<file path="src/core/jbci_defines.svh">
// Constants for the test access port bypass, clamp and identification logic.
// Functional notes
// - Bypass routes data in to out via one bit.
// - Capture-DR under bypass loads bypass bit zero.
// - Clamp holds outputs at boundary register values.
// - Clamp selects the one-bit bypass path.
// - Test reset pin resets TAP, selects identification.
// - Five clocks of mode select high reset.
// - Identification bit zero always reads one.
// - Shift-DR straight after reset gives one first.
// - Bypass register exists but is not default.
// - Identification shifts 32 bits, LSB first.
// - Maker code bits 11:1, part bits 27:12.
// - Revision code sits in bits 31:28.
// - Capture-IR loads pattern ending in 01.
// - Six-bit instruction, effective only at Update-IR.
// - Codes: bypass 111111, clamp 111110, ident 000010.
`ifndef JBCI_DEFINES_SVH
`define JBCI_DEFINES_SVH
`define JBCI_IR_W 6
`define JBCI_ID_W 32
`define JBCI_OP_IDCODE 6'h02
`define JBCI_OP_CLAMP 6'h3e
`define JBCI_OP_BYPASS 6'h3f
`define JBCI_CAPTURE_IR_PATTERN 6'h2d
`define JBCI_ID_LSB 1'h1
`define JBCI_BYPASS_CAPTURE 1'h0
`define JBCI_TMS_RESET_CNT 3'h5
`endif

</file>
<file path="src/core/jbci_pkg.sv">
// Types for the test access port bypass, clamp and identification logic.
package jbci_pkg;
   typedef enum logic [3:0] {
      JBCI_RESET = 4'h0, JBCI_IDLE = 4'h1, JBCI_SEL_DR = 4'h2, JBCI_CAP_DR = 4'h3,
      JBCI_SHIFT_DR = 4'h4, JBCI_EXIT1_DR = 4'h5, JBCI_PAUSE_DR = 4'h6,
      JBCI_EXIT2_DR = 4'h7, JBCI_UPD_DR = 4'h8, JBCI_SEL_IR = 4'h9,
      JBCI_CAP_IR = 4'ha, JBCI_SHIFT_IR = 4'hb, JBCI_EXIT1_IR = 4'hc,
      JBCI_PAUSE_IR = 4'hd, JBCI_EXIT2_IR = 4'he, JBCI_UPD_IR = 4'hf
   } jbci_state_e;
endpackage

</file>
<file path="src/core/jbci_tap.sv">
// Test access port with bypass, clamp and identification data registers.
`timescale 1ns/1ps
`include "jbci_defines.svh"
module jbci_tap #(
   parameter logic [10:0] MAKER_CODE = 11'h155,  // Arbitrary value.
   parameter logic [15:0] PART_CODE = 16'h1234,  // Arbitrary value.
   parameter logic [3:0] REVISION = 4'h0,        // Arbitrary value.
   parameter int BSR_W = 8
) (
   input wire logic CLK_SYS,                  // System clock, 50 MHz.
   input wire logic RST_B,                    // Asynchronous reset, active low.
   input wire logic TCK,                      // Test clock pin.
   input wire logic TMS,                      // Test mode select pin.
   input wire logic TDI,                      // Test data in pin.
   input wire logic TRST_B,                   // Test reset pin, active low.
   input wire logic [BSR_W-1:0] BSR_HOLD,     // Boundary register latched values.
   input wire logic [BSR_W-1:0] CORE_OUT,     // Functional output values.
   output logic [BSR_W-1:0] PIN_OUT,          // Values driven to the pins.
   output logic CLAMP_ACTIVE,                 // Clamp is the current instruction.
   output logic TDO,                          // Test data out pin value.
   output logic TDO_OE                        // Test data out enable, high drives.
);
   // The test clock is only sampled, so each of its phases must last at least
   // four system clocks; a faster tester would have edges merged or lost.
   // Three-stage pin samplers: two stages settle, the third gives edges.
   logic [2:0] tck_s;  // Test clock sampler.
   logic [2:0] tms_s;  // Mode select sampler.
   logic [2:0] tdi_s;  // Data in sampler.
   logic [2:0] trst_s;  // Test reset sampler.
   // Edge and level strobes in the system clock domain.
   logic tck_rise;  // One-cycle pulse on a test clock rise.
   logic tck_fall;  // One-cycle pulse on a test clock fall.
   logic trst_low;  // Test reset pin is asserted.
   jbci_pkg::jbci_state_e state, next_state;
   logic [`JBCI_IR_W-1:0] ir_shift;  // Instruction shift stage.
   logic [`JBCI_IR_W-1:0] ir;  // Current instruction.
   logic [`JBCI_ID_W-1:0] id_shift;
   logic bypass_bit;  // The single bypass stage.
   logic shift_out;  // Serial source before the output flop.
   logic tms_bit;  // Settled mode select.
   logic [2:0] tms_high_cnt;
   logic sel_id;  // Identification register selected.
   logic sel_bypass;  // Bypass register selected.
   logic sel_clamp;  // Clamp is the current instruction.

   // Pins are asynchronous; two stages before use, the third gives edges.
   // Mode select and data in reset high, the level their pins idle at.
   always_ff @(posedge CLK_SYS or negedge RST_B) begin
      if (!RST_B) begin
         tck_s <= 3'h0;
         tms_s <= 3'h7;
         tdi_s <= 3'h7;
         trst_s <= 3'h0;
      end else begin
         tck_s <= {tck_s[1:0], TCK};
         tms_s <= {tms_s[1:0], TMS};
         tdi_s <= {tdi_s[1:0], TDI};
         trst_s <= {trst_s[1:0], TRST_B};
      end
   end

   // Edge pulses use the second and third stages; the first is never read.
   assign tck_rise = tck_s[1] & ~tck_s[2];
   assign tck_fall = ~tck_s[1] & tck_s[2];
   assign trst_low = ~trst_s[1];
   assign tms_bit = tms_s[1];

   // Standard TAP transitions; five high mode select clocks always reach reset.
   // Every code of the enum is a state, so no default item is needed.
   always_comb begin
      unique case (state)
         jbci_pkg::JBCI_RESET: next_state = tms_bit ? jbci_pkg::JBCI_RESET : jbci_pkg::JBCI_IDLE;
         jbci_pkg::JBCI_IDLE: next_state = tms_bit ? jbci_pkg::JBCI_SEL_DR : jbci_pkg::JBCI_IDLE;
         jbci_pkg::JBCI_SEL_DR: next_state = tms_bit ? jbci_pkg::JBCI_SEL_IR : jbci_pkg::JBCI_CAP_DR;
         jbci_pkg::JBCI_CAP_DR: next_state = tms_bit ? jbci_pkg::JBCI_EXIT1_DR : jbci_pkg::JBCI_SHIFT_DR;
         jbci_pkg::JBCI_SHIFT_DR: next_state = tms_bit ? jbci_pkg::JBCI_EXIT1_DR : jbci_pkg::JBCI_SHIFT_DR;
         jbci_pkg::JBCI_EXIT1_DR: next_state = tms_bit ? jbci_pkg::JBCI_UPD_DR : jbci_pkg::JBCI_PAUSE_DR;
         jbci_pkg::JBCI_PAUSE_DR: next_state = tms_bit ? jbci_pkg::JBCI_EXIT2_DR : jbci_pkg::JBCI_PAUSE_DR;
         jbci_pkg::JBCI_EXIT2_DR: next_state = tms_bit ? jbci_pkg::JBCI_UPD_DR : jbci_pkg::JBCI_SHIFT_DR;
         jbci_pkg::JBCI_UPD_DR: next_state = tms_bit ? jbci_pkg::JBCI_SEL_DR : jbci_pkg::JBCI_IDLE;
         jbci_pkg::JBCI_SEL_IR: next_state = tms_bit ? jbci_pkg::JBCI_RESET : jbci_pkg::JBCI_CAP_IR;
         jbci_pkg::JBCI_CAP_IR: next_state = tms_bit ? jbci_pkg::JBCI_EXIT1_IR : jbci_pkg::JBCI_SHIFT_IR;
         jbci_pkg::JBCI_SHIFT_IR: next_state = tms_bit ? jbci_pkg::JBCI_EXIT1_IR : jbci_pkg::JBCI_SHIFT_IR;
         jbci_pkg::JBCI_EXIT1_IR: next_state = tms_bit ? jbci_pkg::JBCI_UPD_IR : jbci_pkg::JBCI_PAUSE_IR;
         jbci_pkg::JBCI_PAUSE_IR: next_state = tms_bit ? jbci_pkg::JBCI_EXIT2_IR : jbci_pkg::JBCI_PAUSE_IR;
         jbci_pkg::JBCI_EXIT2_IR: next_state = tms_bit ? jbci_pkg::JBCI_UPD_IR : jbci_pkg::JBCI_SHIFT_IR;
         jbci_pkg::JBCI_UPD_IR: next_state = tms_bit ? jbci_pkg::JBCI_SEL_DR : jbci_pkg::JBCI_IDLE;
      endcase
   end

   // State register; the test reset pin overrides everything.
   // The high count is a safety net: an upset state still returns to reset.
   always_ff @(posedge CLK_SYS or negedge RST_B) begin
      if (!RST_B) begin
         state <= jbci_pkg::JBCI_RESET;
      end else if (trst_low) begin
         state <= jbci_pkg::JBCI_RESET;
      end else if (tck_rise) begin
         state <= next_state;
      end else if (tms_high_cnt == `JBCI_TMS_RESET_CNT) begin
         state <= jbci_pkg::JBCI_RESET;
      end
   end

   // Counts consecutive high mode select clocks as a cross-check of the walk to reset.
   // It saturates, so a tester parked in reset never wraps it back to zero.
   always_ff @(posedge CLK_SYS or negedge RST_B) begin
      if (!RST_B) begin
         tms_high_cnt <= 3'h0;
      end else if (trst_low) begin
         tms_high_cnt <= 3'h0;
      end else if (tck_rise) begin
         if (!tms_bit) begin
            tms_high_cnt <= 3'h0;
         end else if (tms_high_cnt != `JBCI_TMS_RESET_CNT) begin
            tms_high_cnt <= tms_high_cnt + 3'h1;
         end
      end
   end

   // Instruction shift path; capture pattern on Capture-IR, shift on rising edges.
   // Shifting never touches the current instruction, so outputs stay quiet.
   always_ff @(posedge CLK_SYS or negedge RST_B) begin
      if (!RST_B) begin
         ir_shift <= `JBCI_CAPTURE_IR_PATTERN;
      end else if (tck_rise) begin
         if (state == jbci_pkg::JBCI_CAP_IR) begin
            ir_shift <= `JBCI_CAPTURE_IR_PATTERN;
         end else if (state == jbci_pkg::JBCI_SHIFT_IR) begin
            ir_shift <= {tdi_s[1], ir_shift[`JBCI_IR_W-1:1]};
         end
      end
   end

   // Current instruction changes only in Update-IR; reset restores identification.
   // The update waits for the falling test clock, half a cycle after the
   // state is entered, so the shift stage has surely settled by then.
   always_ff @(posedge CLK_SYS or negedge RST_B) begin
      if (!RST_B) begin
         ir <= `JBCI_OP_IDCODE;
      end else if (trst_low || state == jbci_pkg::JBCI_RESET) begin
         ir <= `JBCI_OP_IDCODE;
      end else if (tck_fall && state == jbci_pkg::JBCI_UPD_IR) begin
         ir <= ir_shift;
      end
   end

   // Decode; any code other than identification, including reserved, picks bypass.
   // Reserved codes thus do nothing harmful if a tester loads one by mistake.
   assign sel_id = (ir == `JBCI_OP_IDCODE);
   assign sel_bypass = !sel_id;
   assign sel_clamp = (ir == `JBCI_OP_CLAMP);

   // Identification register; parallel load in Capture-DR, shift LSB first.
   // The fields are parameters, so a new revision needs no change to this logic.
   always_ff @(posedge CLK_SYS or negedge RST_B) begin
      if (!RST_B) begin
         id_shift <= {`JBCI_ID_W{1'b0}};
      end else if (tck_rise && sel_id) begin
         if (state == jbci_pkg::JBCI_CAP_DR) begin
            id_shift <= {REVISION, PART_CODE, MAKER_CODE, `JBCI_ID_LSB};
         end else if (state == jbci_pkg::JBCI_SHIFT_DR) begin
            id_shift <= {tdi_s[1], id_shift[`JBCI_ID_W-1:1]};
         end
      end
   end

   // Single bypass bit, cleared on capture.
   // A zero first bit tells the tester that this device sits in bypass.
   always_ff @(posedge CLK_SYS or negedge RST_B) begin
      if (!RST_B) begin
         bypass_bit <= `JBCI_BYPASS_CAPTURE;
      end else if (tck_rise && sel_bypass) begin
         if (state == jbci_pkg::JBCI_CAP_DR) begin
            bypass_bit <= `JBCI_BYPASS_CAPTURE;
         end else if (state == jbci_pkg::JBCI_SHIFT_DR) begin
            bypass_bit <= tdi_s[1];
         end
      end
   end

   // Serial output source for the current scan state.
   // Instruction scans win over the data register selection.
   always_comb begin
      if (state == jbci_pkg::JBCI_SHIFT_IR) begin
         shift_out = ir_shift[0];
      end else if (sel_id) begin
         shift_out = id_shift[0];
      end else begin
         shift_out = bypass_bit;
      end
   end

   // Data out changes on the falling test clock, enabled only while shifting.
   // Launching on the fall gives the tester half a test clock of setup
   // before it samples on the next rise; the sampler delay eats into that.
   always_ff @(posedge CLK_SYS or negedge RST_B) begin
      if (!RST_B) begin
         TDO <= 1'b0;
         TDO_OE <= 1'b0;
      end else if (trst_low) begin
         TDO_OE <= 1'b0;
      end else if (tck_fall) begin
         TDO <= shift_out;
         TDO_OE <= (state == jbci_pkg::JBCI_SHIFT_DR) || (state == jbci_pkg::JBCI_SHIFT_IR);
      end
   end

   // Clamp holds pins at boundary values; otherwise functional data passes.
   // Both outputs come from one decode, so the flag and the pins never
   // disagree; the price is one system clock of latency on the pins.
   always_ff @(posedge CLK_SYS or negedge RST_B) begin
      if (!RST_B) begin
         PIN_OUT <= {BSR_W{1'b0}};
         CLAMP_ACTIVE <= 1'b0;
      end else begin
         CLAMP_ACTIVE <= sel_clamp;
         PIN_OUT <= sel_clamp ? BSR_HOLD : CORE_OUT;
      end
   end
endmodule

</file>
<file path="config.mk">
export PLATFORM = sky130hd
export DESIGN_NAME = jbci_tap
export DESIGN_NICKNAME = d
export VERILOG_FILES = /design/src/core/jbci_pkg.sv /design/src/core/jbci_tap.sv
export VERILOG_INCLUDE_DIRS = /design/src /design/src/core
export SDC_FILE = /design/constraint.sdc
export NUM_CORES = 1
export LEC_CHECK = 0
export BUFFER_PORTS_ARGS = -buffer_cell sky130_fd_sc_hd__buf_2
export CORE_MARGIN = 1
export CORE_UTILIZATION = 25
export CTS_CLUSTER_DIAMETER = 60
export DETAILED_ROUTE_END_ITERATION = 8
export SYNTH_ARGS = -nofsm -noshare
export SYNTH_HDL_FRONTEND = slang
export SYNTH_SLANG_ARGS = --single-unit
</file>
<file path="constraint.sdc">
create_clock -name CLK_SYS -period 3.2 [get_ports CLK_SYS]
set_input_delay 0.32 -clock CLK_SYS [delete_from_list [all_inputs] [get_ports CLK_SYS]]
set_output_delay 0.32 -clock CLK_SYS [all_outputs]
set_load 0.005 [all_outputs]
</file>
==> flow_summary.toml, run 1 <==
[sta]
fmax_mhz = 458
tightest_slew_ps = 772
fin_crit_ps = 2180
hold_violations = 0
finalCritPeriodShare_pct = 68.3
final_max_slew_viol_count = 0
slew_headroom_pct = 48.4
setup_tns_ps = 0
setup_ws_ps = 1020
grt_setup_unrepaired = "false"
fin_skew_ps = 6.88
setup-violations-final = 0

[setup_path]
crit_path_start_kind = "register"
end_kind = "register"
critPathRequiredTime_ps = 3460
critPathKind = "reg2reg"
cp_data_arrival_time_ps = 2450
worst-path-max-fanout = 27

[placed_design]
dpl.hpwl_mm = 3.94
place_ws_ps = 1000
place.gp.congestion = 0.754
dpl_cell_area_sq_um = 3550
port_buffers = 32

[clock_network]
clkTransAtPathRegs_ps = 60
clock_latency_ps = 330
cts.sinks = 72
cts_tree = "yes"
cts_htree_levels = 3
clock_tree.buffer_depth = 2
cts_buffers = 9
postCtsSetupRepairBufs = 0
ctsRootBufferMaster = "clkbuf_16"

[run_status]
outcome = "finished clean"

[floorplan]
die_h_microns = 116
die_x_microns = 116
rows = 41
start_util_pct = 25.7
coreArea_sq_um = 12700
dieArea_sq_um = 13500
ioPinCount = 33

[global_route]
gr-total-overflow = 0
grt_start_max_net_pins = 57
grtUsageTotal_pct = 9.86
antenna_found_initial = 0
grt_pass1_vias = 2089
grt_pass1_wl_mm = 10.0

[cells_and_area]
final_common_cell = "nand2_1"
drive_above_1_share_pct = 30.0
layout_common_cells = "70 x nand2_1, 63 x dfrtp_1, 32 x buf_2, 28 x o21ai_2, 18 x nor2_1"
final_area_sq_um = 3840
final_nets = 362
syn2layout_area_growth_pct = 18.0
n_antenna_cell = 0

[drt]
dr.pass1.iters = 4
drt-initial-drc-count = 126
route.detailed.drc = 0
vias = 2268
drt_wl_total_mm = 6.01
via_per_inst = 4.40
ant_nets = 0
wl_per_cell_microns = 11.7

[yosys]
yosysTopAreaCell = "dfrtp_1"
ys_async_sr_fraction_pct = 100
yosysWarnings = 0
synthCells = 307
ys_ff_latch = 72
synthTopCellsByArea = "dfrtp_1 48%, nand2_1 8.1%, o21ai_2 7.5%"
syn_nets = 331
synth_edf_count = 0
ys_types = 45
ys.flop_type = "dfrtp_1"
synth_area_sq_um = 3250
syn_avg_cell_area_sq_um = 10.6
synth_top_area_share_pct = 48.4
synth_seq_area_share_pct = 55.7

[run]
cap_violations = 0

[power_and_ir_drop]
peakVddDrop_mv = 0.226
power_mw = 1.98
p_leak_nw = 1.63
p_per_area_nw_per_um2 = 515

[worst_hold_path]
hold_class = "in2reg"
layout make-up:
class	count	area, sq um
clock buffer	10	229
sequential	72	1810
tap	172	215
fill	1288	8830
multi-input combinational	210	1290
inverter	7	26.3
timing repair buffer	38	220
clock inverter	6	46.3
critical path, stage by stage (launching register included):
cell and delay [ps]:
dfrtp_1 650, and3b_1 270, o2111ai_4 560, buf_4 430, nand2_1 110, o21ai_2 60
what timing repair did:
action	4_1_cts	5_1_grt
hold endpoints to repair	15	0
hold buffers	1	0
resized for setup	0	0
cells by family after synthesis:
group | Yosys count | share of synthesized area (%)
and+or+nand+nor | 118 | 16.9
AOI/OAI and AO/OA | 80 | 18.6
DFF | 72 | 55.7
buffers and inverters | 25 | 4.69
muxes | 9 | 3.08
adders and majority gates | 2 | 0.769
xor gates and xnor gates | 1 | 0.269
final timing paths:
| kind | startpoint | to | slack (ps) | cells after the start |
|---|---|---|---|---|
| min in group asynchronous | RST_B | PIN_OUT[7] | 450 | 2 |
| worst min-delay path | TDI | tdi_s[0] | 80 | 1 |
| worst max-delay path | state[2] | id_shift[6] | 1020 | 5 |
| worst min register to register | tck_s[0] | tck_s[1] | 350 | 0 |
| worst max register to register | state[2] | id_shift[6] | 1020 | 5 |
| max in group asynchronous | RST_B | tdi_s[0] | 2090 | 3 |
report_power, final:
part / internal [mW] / leakage (nW) / switching [mW]
clock network: 0.527 / 0.129 / 0.391
registers: 0.940 / 0.942 / 0.0239
logic: 0.0397 / 0.558 / 0.0540
sequential cells by signal (all words and copies together), names as in the netlist, 2 cells and up:
register / cells
ir_shift: 6
trst_s: 2
tms_high_cnt: 3
tck_s: 3
id_shift: 32
state: 4
tdi_s: 2
tms_s: 2
PIN_OUT: 8
ir: 6
routing by layer:
metal	routed length [microns]	GRT usage [%]	vias up
met4	165	6.92	0
met3	240	2.18	10
met2	2770	14.8	56
met1	2840	12.7	1076
met5	0	0	-
li1	-	-	1126
cells in the mapped netlist (all sizes together), types with 6 or more instances:
cell,count
nand2,70
inv,7
dfstp,9
nor2,18
a21oi,12
mux2,8
buf,15
nor2b,6
a22o,8
dfrtp,63
o21ai,43
through the flow:
| stage | hold slack [ps] | std cells | util [%] |
|---|---|---|---|
| final | 81.4 | 515 | 30.3 |
| after global routing | 75.9 | 515 | 30.3 |
| after CTS | 71.2 | 515 | 30.3 |
| after detailed placement | 274 | 498 | 28.0 |
| after global placement | 270 | 498 | 28.0 |
| after floorplan | 24.4 | 307 | - |
Power figures use the tool's default switching activity.
==> run 2, diff against run 1 <==
Settings changed: ABC_AREA set to 1.
Clock period 3.2 ns to 1.9 ns, I/O delays scaled along.
==> flow_summary.toml, run 2 <==
[power_and_ir_drop]
clkPwrFrac_pct = 50.0
p_comb_share_pct = 3.6
power.internal_mw = 2.70
peakVddDrop_mv = 0.550
pwr-share-seq_pct = 46.5
p_switching_uw = 689
p_leak_nw = 1.84
p_per_area_nw_per_um2 = 860
switching_share_pct = 20.3

[global_route]
antenna_found_initial = 0
grt_start_max_net_pins = 73
gr-total-overflow = 0
grt_pass1_vias = 2462
grt_pass1_wl_mm = 11.0
grtUsageTotal_pct = 10.4

[yosys]
syn_nets = 379
syn_avg_cell_area_sq_um = 9.07
ys_async_sr_fraction_pct = 100
synth_area_sq_um = 3220
synth_edf_count = 0
ys_ff_latch = 72
ys.flop_type = "dfrtp_1"
yosysMostFrequentCell = "nand2_1"
synth_common_cells = "126 x nand2_1, 63 x dfrtp_1, 28 x inv_1, 26 x o21ai_2, 24 x nor2_1"
synthCells = 355
ys_types = 31
synth_top_area_share_pct = 49.0
yosysTopAreaCell = "dfrtp_1"
synthTopCellsByArea = "dfrtp_1 49%, nand2_1 15%, dfstp_2 7.3%"
synth_seq_area_share_pct = 56.3
yosysWarnings = 0

[sta]
fin_hold_ws_ps = 59.6
grt_setup_unrepaired = "false"
final_max_slew_viol_count = 0
finalCritPeriodShare_pct = 89.3
slew_headroom_pct = 73.6
tightest_slew_ps = 393
setup-violations-final = 0
fin_skew_ps = 5.68
fin_crit_ps = 1700
hold_violations = 0
fmax_mhz = 590
setup_tns_ps = 0

[floorplan]
coreArea_sq_um = 12600
die_x_microns = 116
dieArea_sq_um = 13300
die_h_microns = 116
rows = 41
ioPinCount = 33
start_util_pct = 25.6

[cells_and_area]
register_area_sq_um = 1810
final_common_cell = "nand2_1"
largest_reg_flops = 32
n_antenna_cell = 0
reg_top3 = "id_shift: 32 flops, PIN_OUT: 8 flops"
syn2layout_area_growth_pct = 22.4
multi_input_area_sq_um = 1200
drive_above_1_share_pct = 24.8
top_register = "id_shift"
final_nets = 422
layout_common_cells = "126 x nand2_1, 63 x dfrtp_1, 32 x buf_2, 28 x inv_1, 26 x o21ai_2"
nFillCells = 1311

[setup_path]
critPathKind = "reg2reg"
critPathRequiredTime_ps = 2110
cp_data_arrival_time_ps = 1910
r2r_setup_slack_ps = 200
crit_path_start_kind = "register"
worst-path-max-fanout = 30
end_kind = "register"

[drt]
wl_per_cell_microns = 10.6
dr.pass1.iters = 5
ant_nets = 0
drt_wl_total_mm = 6.07
route.detailed.drc = 0
via_per_inst = 4.26
vias = 2449
drt-initial-drc-count = 152

[clock_network]
cts_resized = 0
clkTransAtPathRegs_ps = 60
clock_tree.buffer_depth = 2
clock_latency_ps = 320
cts.sinks = 72
ctsRootBufferMaster = "clkbuf_16"
cts_buffers = 9
hold_buffers = 5
cts_tree = "yes"
postCtsSetupRepairBufs = 0
cts_htree_levels = 3

[placed_design]
port_buffers = 32
place.gp.congestion = 0.886
dpl.hpwl_mm = 4.24

[run_status]
outcome = "finished clean"

[worst_hold_path]
hold_class = "in2reg"

[run]
cap_violations = 0
run 2: final timing paths:
path	startpoint	end	cells after the start
min reg2reg	tms_s[0]	tms_s[1]	0
min in group asynchronous	RST_B	tck_s[0]	3
max in group asynchronous	RST_B	tdi_s[0]	3
min	BSR_HOLD[5]	PIN_OUT[5]	3
max	ir[1]	id_shift[24]	8
max reg2reg	ir[1]	id_shift[24]	8
run 2: worst max-delay path, cell delays in order, from the launching register on:
cell and delay, ps:
dfstp_2 510, inv_1 50, nor2_2 90, nand4_1 170, nor2_1 220, nand2_4 180, buf_12 220, nand2_1 90
o21ai_2 50
run 2: area by class of cell:
class | instances | share of cell area (%)
inverter | 32 | 3.08
clock buffer | 12 | 6.51
clock inverter | 4 | 1.33
timing repair buffer | 42 | 7.24
multi-input combinational | 241 | 30.4
sequential | 72 | 46.0
tap | 172 | 5.46
run 2: per-layer routing:
metal | up-vias | global-route usage, % | share of wire, %
met2 | 78 | 16.6 | 46
met5 | - | 0 | 0
li1 | 1221 | - | -
met3 | 10 | 3.40 | 5.7
met4 | 0 | 4.16 | 1.0
met1 | 1140 | 13.0 | 47
run 2: cells by family after synthesis:
family / share of synthesized area, %
adder cells (fa/ha/maj): 0.777
multiplexers: 0.311
buffers and inverters: 6.49
XOR/XNOR: 0.272
AND/OR/NAND/NOR: 21.8
AO/OA/AOI/OAI: 14.0
flip-flops: 56.3
run 2: power groups by stage:
| stage | clock network (mW) | logic (mW) | registers (mW) |
|---|---|---|---|
| 2_1_floorplan | 0 | 0.0405 | 1.60 |
| 6_report | 1.69 | 0.122 | 1.57 |
| 4_1_cts | 1.74 | 0.126 | 1.57 |
| 3_5_place_dp | 0 | 0.117 | 1.60 |
| 5_1_grt | 1.84 | 0.140 | 1.58 |
| 3_3_place_gp | 0 | 0.114 | 1.60 |
run 2: through the flow:
stage / std cells / total power, mW / cell area (sq um) / utilization (%) / setup slack (ps)
final: 575 / 3.39 / 3940 / 31.4 / 204
after global routing: 575 / 3.56 / 3940 / 31.4 / 70.6
after CTS: 575 / 3.44 / 3940 / 31.4 / 205
after detailed placement: 554 / 1.72 / 3580 / 28.5 / 230
after global placement: 554 / 1.71 / 3580 / 28.5 / 232
after floorplan: 355 / 1.64 / 3220 / - / 460
